[src/inc/rmrd_pkg.sv]
// package for the token-ring mac register bank: addresses, reset values, field layout, carriers
// assumes an 8-bit processor register address and 16-bit register words
package rmrd_pkg;
  localparam int RMRD_AW = 8;
  localparam int RMRD_DW = 16;
  localparam int RMRD_TW = 21;
  localparam int RMRD_LOW_W = 5;
  // processor register addresses
  localparam logic [7:0] A_CMD1_STATUS_ONE_UPPER = 8'h00;
  localparam logic [7:0] A_CMD2_STATUS_ONE_LOWER = 8'h01;
  localparam logic [7:0] A_STATUS_TWO_UPPER = 8'h02;
  localparam logic [7:0] A_STATUS_TWO_LOWER = 8'h03;
  localparam logic [7:0] A_MSK1U = 8'h04;
  localparam logic [7:0] A_MSK1L = 8'h05;
  localparam logic [7:0] A_MSK2U = 8'h06;
  localparam logic [7:0] A_MSK2L = 8'h07;
  localparam logic [7:0] A_SHORT_IND = 8'h08;
  localparam logic [7:0] A_LONG_IND_H = 8'h09;
  localparam logic [7:0] A_LONG_IND_M = 8'h0A;
  localparam logic [7:0] A_LONG_IND_L = 8'h0B;
  localparam logic [7:0] A_SHORT_GRP = 8'h0C;
  localparam logic [7:0] A_LONG_GRP_H = 8'h0D;
  localparam logic [7:0] A_LONG_GRP_M = 8'h0E;
  localparam logic [7:0] A_LONG_GRP_L = 8'h0F;
  localparam logic [7:0] A_CFG1 = 8'h10;
  localparam logic [7:0] A_STATE_REV = 8'h11;
  localparam logic [7:0] A_MIR_H = 8'h12;
  localparam logic [7:0] A_MIR_L = 8'h13;
  localparam logic [7:0] A_MAX_ROT = 8'h14;
  localparam logic [7:0] A_TVX = 8'h15;
  localparam logic [7:0] A_ROT_UP = 8'h16;
  localparam logic [7:0] A_HOLD_UP = 8'h17;
  localparam logic [7:0] A_NEG_UP = 8'h18;
  localparam logic [7:0] A_TMR_LOW = 8'h19;
  localparam logic [7:0] A_REQ_LO = 8'h1A;
  localparam logic [7:0] A_REQ_HI = 8'h1B;
  localparam logic [7:0] A_PRI0 = 8'h1C;
  localparam logic [7:0] A_PRI1 = 8'h1D;
  localparam logic [7:0] A_SYNC_BW = 8'h1F;
  localparam logic [7:0] A_CFG2 = 8'h20;
  localparam logic [7:0] A_FRM_THR = 8'h21;
  localparam logic [7:0] A_SYNC_LIM = 8'h40;
  localparam logic [7:0] A_CNT_FRAME = 8'h41;
  localparam logic [7:0] A_CNT_LOST = 8'h42;
  localparam logic [7:0] A_CNT_ERR = 8'h43;
  localparam logic [7:0] A_CNT_STRIP = 8'h44;
  localparam logic [7:0] A_CFG3 = 8'h60;
  localparam logic [7:0] A_STATUS_THREE_UPPER = 8'h61;
  localparam logic [7:0] A_STATUS_THREE_LOWER = 8'h62;
  localparam logic [7:0] A_MSK3U = 8'h63;
  localparam logic [7:0] A_MSK3L = 8'h64;
  localparam logic [7:0] A_INT_VEC = 8'h65;
  localparam logic [7:0] A_INT_SEL = 8'h66;
  // reset values
  localparam logic [15:0] RST_ZERO = 16'h0000;
  localparam logic [15:0] RST_STATUS_ONE_LOWER = 16'h0007;
  localparam logic [15:0] RST_ST_UP = 16'h4000;
  localparam logic [15:0] RST_MASK = 16'hFFFF;
  localparam logic [15:0] RST_CFG1 = 16'h0080;
  localparam logic [15:0] RST_CFG2 = 16'h8000;
  localparam logic [15:0] RST_ROT_UP = 16'h03C7;
  localparam logic [15:0] RST_TVX = 16'h0085;
  localparam logic [15:0] RST_HOLD_UP = 16'hFFFF;
  localparam logic [4:0] RST_LOW_ZERO = 5'h00;
  localparam logic [4:0] RST_LOW_ONES = 5'h1F;
  localparam logic RST_LATE = 1'b1;
  localparam logic [15:0] RST_REQ_LO = 16'h78E0;
  localparam logic [4:0] RST_REQ_HI = 5'h00;
  localparam logic [15:0] RST_PRI = 16'hFFFF;
  localparam logic [15:0] RST_SYNC_LIM = 16'hFA97;
  // timer low-bits word and revision field layout
  localparam int TL_LATE = 15;
  localparam int TL_NEG_LSB = 10;
  localparam int TL_ROT_LSB = 5;
  localparam int TL_HOLD_LSB = 0;
  localparam int REV_LSB = 13;

  typedef struct packed {
    logic [5:0][15:0] event_mask; // index 0..5: one upper, one lower, two upper, two lower, three upper, three lower
    logic [15:0] short_ind;
    logic [47:0] long_ind;
    logic [15:0] short_grp;
    logic [47:0] long_grp;
    logic [15:0] config_one;
    logic [15:0] config_two;
    logic [15:0] config_three;
    logic [15:0] max_rotation;
    logic [15:0] tvx_limit;
    logic [15:0] req_rot_low;
    logic [4:0] req_rot_high;
    logic [15:0] async_pri0;
    logic [15:0] async_pri1;
    logic [15:0] sync_bw;
    logic [15:0] frame_thr;
    logic [15:0] sync_limit;
    logic [15:0] int_vector;
    logic [15:0] int_select;
  } rmrd_cfg_s;

  typedef struct packed {
    logic status_load;
    logic [5:0][15:0] status; // status_one_upper, status_one_lower, status_two_upper, status_two_lower, status_three_upper, status_three_lower
    logic timer_load;
    logic [20:0] rot_timer;
    logic [20:0] hold_timer;
    logic [20:0] neg_rotation;
    logic [15:0] tvx_timer;
    logic late_count;
    logic mir_load;
    logic [31:0] mir;
    logic [3:0] count_inc; // frame, lost, error, strip
  } rmrd_core_s;

  typedef struct packed {
    logic cmd_one_stb;
    logic [15:0] cmd_one;
    logic cmd_two_stb;
    logic [15:0] cmd_two;
  } rmrd_cmd_s;
endpackage

[src/verilog/rmrd_bank.sv]
// register bank of the token-ring mac as seen by the node processor, with its power-up defaults
// assumes the ring core drives status, timers and counter pulses synchronously to clock
// Notes on behaviour
// - reset loads every timer and register of the bank with its fixed default.
// - after reset the valid-transmission register and its timer hold 85h.
// - after reset the rotation timer's readable upper word, bits 20 to 5, reads 03C7h.
// - after reset the negotiated-rotation upper word, bits 20 to 5, holds 03C7h.
// - reset clears the low five bits of the rotation timer and of the sync-limit timer.
// - after reset the holding timer upper word is FFFFh and its low five bits are all ones.
// - after reset the requested-rotation high word reads 0000h and only its low five bits carry value.
// - after reset every event-mask half-word reads FFFFh, status one lower 0007h, status two and three upper 4000h.
// - after reset the max-rotation register holds 03C7h and requested-rotation low holds 78E0h.
// - the timer low-bits word packs late count in 15, negotiated low bits 14-10, rotation 9-5, holding 4-0.
// - addresses 00 and 01 load the two command registers on write and return status one upper and lower on read.
`timescale 1ns/1ps
module rmrd_bank
  import rmrd_pkg::*;
#(
  parameter logic [2:0] REVISION = 3'h1 // arbitrary value
) (
  input wire logic clock,
  input wire logic sys_rst,
  input wire logic [7:0] processor_register_address,
  input wire logic np_wr,
  input wire logic np_rd,
  input wire logic [15:0] np_wdata,
  output logic [15:0] np_rdata,
  output logic np_rd_ack,
  input wire rmrd_core_s core,
  output rmrd_cfg_s cfg,
  output rmrd_cmd_s cmd,
  output logic [20:0] requested_rotation,
  output logic [20:0] sync_limit_timer,
  output logic [20:0] rotation_timer,
  output logic [20:0] holding_timer,
  output logic [20:0] negotiated_rotation,
  output logic [15:0] tvx_timer
);

  typedef struct packed {
    rmrd_cfg_s cfg;
    rmrd_cmd_s cmd;
    logic [5:0][15:0] status;
    logic [20:0] rot;
    logic [20:0] hold;
    logic [20:0] neg;
    logic [15:0] tvx_tmr;
    logic late;
    logic [31:0] mir;
    logic [3:0][15:0] count;
    logic [15:0] rdata;
    logic rd_ack;
  } rmrd_state_s;

  rmrd_state_s state_r;
  rmrd_state_s state_nxt;
  logic [15:0] read_word;
  logic [15:0] timer_low_word;
  logic [15:0] revision_word;

  // only three bits exist for the revision field
  if ($bits(REVISION) != RMRD_DW - REV_LSB) begin : g_rev_check
    $error("revision field must be three bits wide");
  end

  // packed low bits of the three protocol timers
  always_comb begin
    timer_low_word = RST_ZERO;
    timer_low_word[TL_LATE] = state_r.late;
    timer_low_word[TL_NEG_LSB +: RMRD_LOW_W] = state_r.neg[RMRD_LOW_W-1:0];
    timer_low_word[TL_ROT_LSB +: RMRD_LOW_W] = state_r.rot[RMRD_LOW_W-1:0];
    timer_low_word[TL_HOLD_LSB +: RMRD_LOW_W] = state_r.hold[RMRD_LOW_W-1:0];
  end

  // the protocol state field is not modelled here, so only the revision shows
  always_comb begin
    revision_word = RST_ZERO;
    revision_word[RMRD_DW-1:REV_LSB] = REVISION;
  end

  // read multiplexer; unmapped addresses read as zero, command addresses 00 and 01 return status one
  always_comb begin
    case (processor_register_address)
      A_CMD1_STATUS_ONE_UPPER: read_word = state_r.status[0];
      A_CMD2_STATUS_ONE_LOWER: read_word = state_r.status[1];
      A_STATUS_TWO_UPPER: read_word = state_r.status[2];
      A_STATUS_TWO_LOWER: read_word = state_r.status[3];
      A_STATUS_THREE_UPPER: read_word = state_r.status[4];
      A_STATUS_THREE_LOWER: read_word = state_r.status[5];
      A_MSK1U: read_word = state_r.cfg.event_mask[0];
      A_MSK1L: read_word = state_r.cfg.event_mask[1];
      A_MSK2U: read_word = state_r.cfg.event_mask[2];
      A_MSK2L: read_word = state_r.cfg.event_mask[3];
      A_MSK3U: read_word = state_r.cfg.event_mask[4];
      A_MSK3L: read_word = state_r.cfg.event_mask[5];
      A_SHORT_IND: read_word = state_r.cfg.short_ind;
      A_LONG_IND_H: read_word = state_r.cfg.long_ind[47:32];
      A_LONG_IND_M: read_word = state_r.cfg.long_ind[31:16];
      A_LONG_IND_L: read_word = state_r.cfg.long_ind[15:0];
      A_SHORT_GRP: read_word = state_r.cfg.short_grp;
      A_LONG_GRP_H: read_word = state_r.cfg.long_grp[47:32];
      A_LONG_GRP_M: read_word = state_r.cfg.long_grp[31:16];
      A_LONG_GRP_L: read_word = state_r.cfg.long_grp[15:0];
      A_CFG1: read_word = state_r.cfg.config_one;
      A_CFG2: read_word = state_r.cfg.config_two;
      A_CFG3: read_word = state_r.cfg.config_three;
      A_STATE_REV: read_word = revision_word;
      A_MIR_H: read_word = state_r.mir[31:16];
      A_MIR_L: read_word = state_r.mir[15:0];
      A_MAX_ROT: read_word = state_r.cfg.max_rotation;
      A_TVX: read_word = state_r.cfg.tvx_limit;
      A_ROT_UP: read_word = state_r.rot[RMRD_TW-1:RMRD_LOW_W];
      A_HOLD_UP: read_word = state_r.hold[RMRD_TW-1:RMRD_LOW_W];
      A_NEG_UP: read_word = state_r.neg[RMRD_TW-1:RMRD_LOW_W];
      A_TMR_LOW: read_word = timer_low_word;
      A_REQ_LO: read_word = state_r.cfg.req_rot_low;
      A_REQ_HI: read_word = {11'h000, state_r.cfg.req_rot_high};
      A_PRI0: read_word = state_r.cfg.async_pri0;
      A_PRI1: read_word = state_r.cfg.async_pri1;
      A_SYNC_BW: read_word = state_r.cfg.sync_bw;
      A_FRM_THR: read_word = state_r.cfg.frame_thr;
      A_SYNC_LIM: read_word = state_r.cfg.sync_limit;
      A_CNT_FRAME: read_word = state_r.count[0];
      A_CNT_LOST: read_word = state_r.count[1];
      A_CNT_ERR: read_word = state_r.count[2];
      A_CNT_STRIP: read_word = state_r.count[3];
      A_INT_VEC: read_word = state_r.cfg.int_vector;
      A_INT_SEL: read_word = state_r.cfg.int_select;
      default: read_word = RST_ZERO;
    endcase
  end

  always_comb begin
    state_nxt = state_r;
    state_nxt.cmd.cmd_one_stb = 1'b0;
    state_nxt.cmd.cmd_two_stb = 1'b0;
    state_nxt.rd_ack = np_rd;
    if (np_rd) begin
      state_nxt.rdata = read_word;
    end
    // core-side updates first, so a processor write in the same cycle lands on top
    if (core.status_load) begin
      state_nxt.status = core.status;
    end
    if (core.timer_load) begin
      state_nxt.rot = core.rot_timer;
      state_nxt.hold = core.hold_timer;
      state_nxt.neg = core.neg_rotation;
      state_nxt.tvx_tmr = core.tvx_timer;
      state_nxt.late = core.late_count;
    end
    if (core.mir_load) begin
      state_nxt.mir = core.mir;
    end
    for (int i = 0; i < 4; i++) begin
      state_nxt.count[i] = state_r.count[i] + {15'h0000, core.count_inc[i]};
    end
    if (np_wr) begin
      case (processor_register_address)
        A_CMD1_STATUS_ONE_UPPER: begin
          state_nxt.cmd.cmd_one = np_wdata;
          state_nxt.cmd.cmd_one_stb = 1'b1;
        end
        A_CMD2_STATUS_ONE_LOWER: begin
          state_nxt.cmd.cmd_two = np_wdata;
          state_nxt.cmd.cmd_two_stb = 1'b1;
        end
        A_MSK1U: state_nxt.cfg.event_mask[0] = np_wdata;
        A_MSK1L: state_nxt.cfg.event_mask[1] = np_wdata;
        A_MSK2U: state_nxt.cfg.event_mask[2] = np_wdata;
        A_MSK2L: state_nxt.cfg.event_mask[3] = np_wdata;
        A_MSK3U: state_nxt.cfg.event_mask[4] = np_wdata;
        A_MSK3L: state_nxt.cfg.event_mask[5] = np_wdata;
        A_SHORT_IND: state_nxt.cfg.short_ind = np_wdata;
        A_LONG_IND_H: state_nxt.cfg.long_ind[47:32] = np_wdata;
        A_LONG_IND_M: state_nxt.cfg.long_ind[31:16] = np_wdata;
        A_LONG_IND_L: state_nxt.cfg.long_ind[15:0] = np_wdata;
        A_SHORT_GRP: state_nxt.cfg.short_grp = np_wdata;
        A_LONG_GRP_H: state_nxt.cfg.long_grp[47:32] = np_wdata;
        A_LONG_GRP_M: state_nxt.cfg.long_grp[31:16] = np_wdata;
        A_LONG_GRP_L: state_nxt.cfg.long_grp[15:0] = np_wdata;
        A_CFG1: state_nxt.cfg.config_one = np_wdata;
        A_CFG2: state_nxt.cfg.config_two = np_wdata;
        A_CFG3: state_nxt.cfg.config_three = np_wdata;
        A_MAX_ROT: state_nxt.cfg.max_rotation = np_wdata;
        A_TVX: state_nxt.cfg.tvx_limit = np_wdata;
        A_REQ_LO: state_nxt.cfg.req_rot_low = np_wdata;
        A_REQ_HI: state_nxt.cfg.req_rot_high = np_wdata[RMRD_LOW_W-1:0];
        A_PRI0: state_nxt.cfg.async_pri0 = np_wdata;
        A_PRI1: state_nxt.cfg.async_pri1 = np_wdata;
        A_SYNC_BW: state_nxt.cfg.sync_bw = np_wdata;
        A_FRM_THR: state_nxt.cfg.frame_thr = np_wdata;
        A_SYNC_LIM: state_nxt.cfg.sync_limit = np_wdata;
        // a counter write keeps a coincident increment rather than losing it
        A_CNT_FRAME: state_nxt.count[0] = np_wdata + {15'h0000, core.count_inc[0]};
        A_CNT_LOST: state_nxt.count[1] = np_wdata + {15'h0000, core.count_inc[1]};
        A_CNT_ERR: state_nxt.count[2] = np_wdata + {15'h0000, core.count_inc[2]};
        A_CNT_STRIP: state_nxt.count[3] = np_wdata + {15'h0000, core.count_inc[3]};
        A_INT_VEC: state_nxt.cfg.int_vector = np_wdata;
        A_INT_SEL: state_nxt.cfg.int_select = np_wdata;
        default: state_nxt.rd_ack = state_nxt.rd_ack;
      endcase
    end
    if (sys_rst) begin
      state_nxt = '0;
      state_nxt.status[1] = RST_STATUS_ONE_LOWER;
      state_nxt.status[2] = RST_ST_UP;
      state_nxt.status[4] = RST_ST_UP;
      state_nxt.cfg.event_mask = {6{RST_MASK}};
      state_nxt.cfg.config_one = RST_CFG1;
      state_nxt.cfg.config_two = RST_CFG2;
      state_nxt.cfg.max_rotation = RST_ROT_UP;
      state_nxt.cfg.tvx_limit = RST_TVX;
      state_nxt.tvx_tmr = RST_TVX;
      state_nxt.rot = {RST_ROT_UP, RST_LOW_ZERO};
      state_nxt.neg = {RST_ROT_UP, RST_LOW_ZERO};
      state_nxt.hold = {RST_HOLD_UP, RST_LOW_ONES};
      state_nxt.late = RST_LATE;
      state_nxt.cfg.req_rot_low = RST_REQ_LO;
      state_nxt.cfg.req_rot_high = RST_REQ_HI;
      state_nxt.cfg.async_pri0 = RST_PRI;
      state_nxt.cfg.async_pri1 = RST_PRI;
      state_nxt.cfg.sync_limit = RST_SYNC_LIM;
    end
  end

  always_ff @(posedge clock) begin
    state_r <= state_nxt;
  end

  assign np_rdata = state_r.rdata;
  assign np_rd_ack = state_r.rd_ack;
  assign cfg = state_r.cfg;
  assign cmd = state_r.cmd;
  assign requested_rotation = {state_r.cfg.req_rot_high, state_r.cfg.req_rot_low};
  // the sync-limit timer has no writable low bits; they stay zero
  assign sync_limit_timer = {state_r.cfg.sync_limit, RST_LOW_ZERO};
  assign rotation_timer = state_r.rot;
  assign holding_timer = state_r.hold;
  assign negotiated_rotation = state_r.neg;
  assign tvx_timer = state_r.tvx_tmr;

endmodule // rmrd_bank
[config.mk]
export PLATFORM = sky130hd
export DESIGN_NAME = rmrd_bank
export DESIGN_NICKNAME = d
export VERILOG_FILES = /design/src/inc/rmrd_pkg.sv /design/src/verilog/rmrd_bank.sv
export SDC_FILE = /design/constraint.sdc
export NUM_CORES = 2
export LEC_CHECK = 0
export BUFFER_PORTS_ARGS = -buffer_cell sky130_fd_sc_hd__buf_2
export CORE_AREA = 2 2 328 330
export CTS_CLUSTER_SIZE = 25
export DETAILED_ROUTE_END_ITERATION = 8
export DIE_AREA = 0 0 330 332
export GPL_ROUTABILITY_DRIVEN = 1
export GPL_TIMING_DRIVEN = 0
export SLEW_MARGIN = 30
export SYNTH_ARGS = -nofsm -noshare
export SYNTH_HDL_FRONTEND = slang
export SYNTH_SLANG_ARGS = --single-unit
[constraint.sdc]
create_clock -name clock -period 6 [get_ports clock]
set_clock_uncertainty 0.15 [all_clocks]
set_input_delay 0.3 -clock clock [delete_from_list [all_inputs] [get_ports clock]]
set_output_delay 0.3 -clock clock [all_outputs]
set_load 0.05 [all_outputs]
==> metrics.yaml <==
cap_violations: 0
cts_tree: "done"
start_util: 0.364
grt_pass1_wl_um: 347000
cts.sinks: 760
synth_top_area_cell: "dfxtp_1"
relSlewSlack: 0.188
ios: 852
p_leak_nw: 22.3
hp-class: "input pin to flip-flop"
viasPerCell: 5.89
dpl.hpwl_um: 210000
coreArea_sq_um: 106000
drv_slew: 0
hold_viol_final: 0
dieArea_sq_um: 110000
areaGrowthSynthToFinish_pct: 30.0
worstPathMaxFanout: 10
fin_setup_tns_ps: 0
gr-total-overflow: 0
numPortBuffers: 830
synth.avg_cell_area_sq_um: 8.05
final_antenna_net_count: 0
pwr-share-comb: 0.115
grt_pass1_vias: 39726
synthArstFlopShare: 0
vdd_drop_max_mv: 0.195
whs_ps: 5.98
grt_antenna_before_repair: 32
synthesis.area_sq_um: 38700
finalCriticalPeriod_ps: 4130
grt_max_degree: 14
fillCellCount: 10811
htreeDepth: 3
p_per_area_nw_per_um2: 246
clock_latency_ps: 710
status: "finished with violations"
pwr-share-clk: 0.458
via_count: 43917
wl_um: 267000
setup_viol: 0
fmax_ghz: 0.242
worstPathRequired_ps: 6490
synthTopCellsByArea: "dfxtp_1 39%, buf_4 12%, nand2_1 10%"
design_area_sq_um: 50300
ys_types: 84
cts.path.max_buffers: 3
drc: 185
synth-edff-count: 0
drtIter0Drc: 7419
rows: 120
drive_gt1_frac: 0.305
path_class: "input pin to flip-flop"
synthCells: 4803
layout_common_cells: "1033 x nand2_1, 924 x buf_2, 760 x dfxtp_1, 634 x buf_4, 362 x a21oi_1"
gp_congestion: 1.08
cts_setup_buffers: 0
period_share: 0.688
yosys_warnings: 0
ys.flop_type: "dfxtp_1"
numCtsBuffers: 89
start_kind: "input pin"
worst_pin_slew_ps: 1220
fin_nets: 6222
root_buffer: "clkbuf_16"
synth.ff_latch_count: 760
endpoint_kind: "flip-flop"
final_common_cell: "nand2_1"
dpl-instance-area_sq_um: 45100
intPower_w: 0.00880
p_sw_w: 0.00355
dr.pass1.iters: 9
crit_arrival_ps: 4620
grtUsageTotal: 0.466
violations: "DRC"
yosysSeqAreaShare: 0.393
netSwitchingFraction: 0.287
dp.cells: 7058
netlist.area_leader.share: 0.393
layout.cells.non_filler: 7451
die_w_um: 330
seqPwrFrac: 0.428
wl_per_cell_um: 35.9
die_y_um: 332
rsz0062_at_grt: "false"
clk_pin_slew_ps: 60
what timing repair did:
action	CTS	global route
setup endpoints to repair	0	0
hold endpoints to repair	218	0
hold buffers	217	0
gates resized for setup	0	0
flip-flops by register name, summed over array words and instances, names as in the netlist:
signal and count:
cfg 437, negotiated_rotation 21, cmd 34, tvx_timer 16, np_rdata 16, holding_timer 21
rotation_timer 21, state_r 193, np_rd_ack 1
power groups by stage:
stage                     combinational, W  sequential (W)  clock, W
after global routing               0.00142         0.00528   0.00581
after global placement             0.00120         0.00538         0
after floorplan                   0.000659         0.00530         0
after detailed placement           0.00124         0.00538         0
after CTS                          0.00136         0.00527   0.00563
final                              0.00142         0.00528   0.00565
cell usage after synthesis, types with 18 or more instances:
library cell	instances
mux2i_1	243
nand2_1	1033
a211oi_1	61
buf_1	25
a222oi_1	18
a22o_1	37
buf_2	90
a32oi_1	37
o22ai_1	22
xnor2_1	69
nor3_1	35
a21oi_1	363
xor2_1	43
nand3_1	286
dfxtp_1	760
and3_1	45
buf_4	632
nand4_1	26
a22oi_1	158
clkbuf_1	243
nor2_1	302
layout make-up:
type                       count  area, sq um  area share
clock inverter                34          389     0.00774
inverter                      13         48.8    0.000971
multi-input combinational   3035        17200       0.343
timing repair buffer        1065         6700       0.133
buffer                       999         6360       0.127
tap                         1403         1760      0.0349
antenna                       15         37.5    0.000747
sequential                   760        15200       0.303
clock buffer                 127         2540      0.0505
critical path, cell delays in order:
cell and delay (ps):
buf_2 110, buf_2 180, buf_4 200, nor4b_4 620, buf_6 250, buf_2 530
buf_2 610, a22oi_1 180, a21oi_1 970, a21oi_1 70, nand4_1 320, o221a_2 240
per-stage QoR:
step,setup slack [ps],power [W],util
after floorplan,3710,0.00596,-
after global placement,412,0.00658,0.420
after detailed placement,1520,0.00662,0.424
after CTS,2240,0.0123,0.472
after global routing,2160,0.0125,0.473
final,1870,0.0123,0.473
final timing paths:
| kind | from | endpoint | slack, ps | depth (start not counted) |
|---|---|---|---|---|
| min reg2reg | cmd[23]$_SDFFE_PP0P_ | cmd[23]$_SDFFE_PP0P_ | 310 | 2 |
| min | np_wdata[1] | state_r[50]$_SDFF_PP0_ | 6 | 4 |
| max | processor_register_address[1] | np_rdata[9]$_SDFFE_PP0P_ | 1870 | 12 |
| max reg2reg | cfg[346]$_SDFFE_PP1P_ | np_rdata[5]$_SDFFE_PP0P_ | 3030 | 4 |
cell families (layout without fill, tap and decap cells):
kind of cell | count (synthesis) | after routing | synth area share
other cells | 1 | 20 | 0.0000970
mux | 249 | 249 | 0.0649
flops | 760 | 760 | 0.393
xor+xnor | 112 | 112 | 0.0254
fa+ha+maj | 16 | 16 | 0.00518
buf+inv | 1012 | 2238 | 0.164
compound gates | 806 | 806 | 0.137
simple gates | 1847 | 1847 | 0.211
per-layer routing:
| layer | vias up | global-route usage | routed length [um] |
|---|---|---|---|
| met5 | - | 0.000887 | 182 |
| met4 | 28 | 0.293 | 19900 |
| met3 | 802 | 0.132 | 34100 |
| met2 | 3612 | 0.681 | 111000 |
| met1 | 21316 | 0.600 | 102000 |
| li1 | 18159 | - | - |
Note: power is estimated with default switching activity, not from simulation.
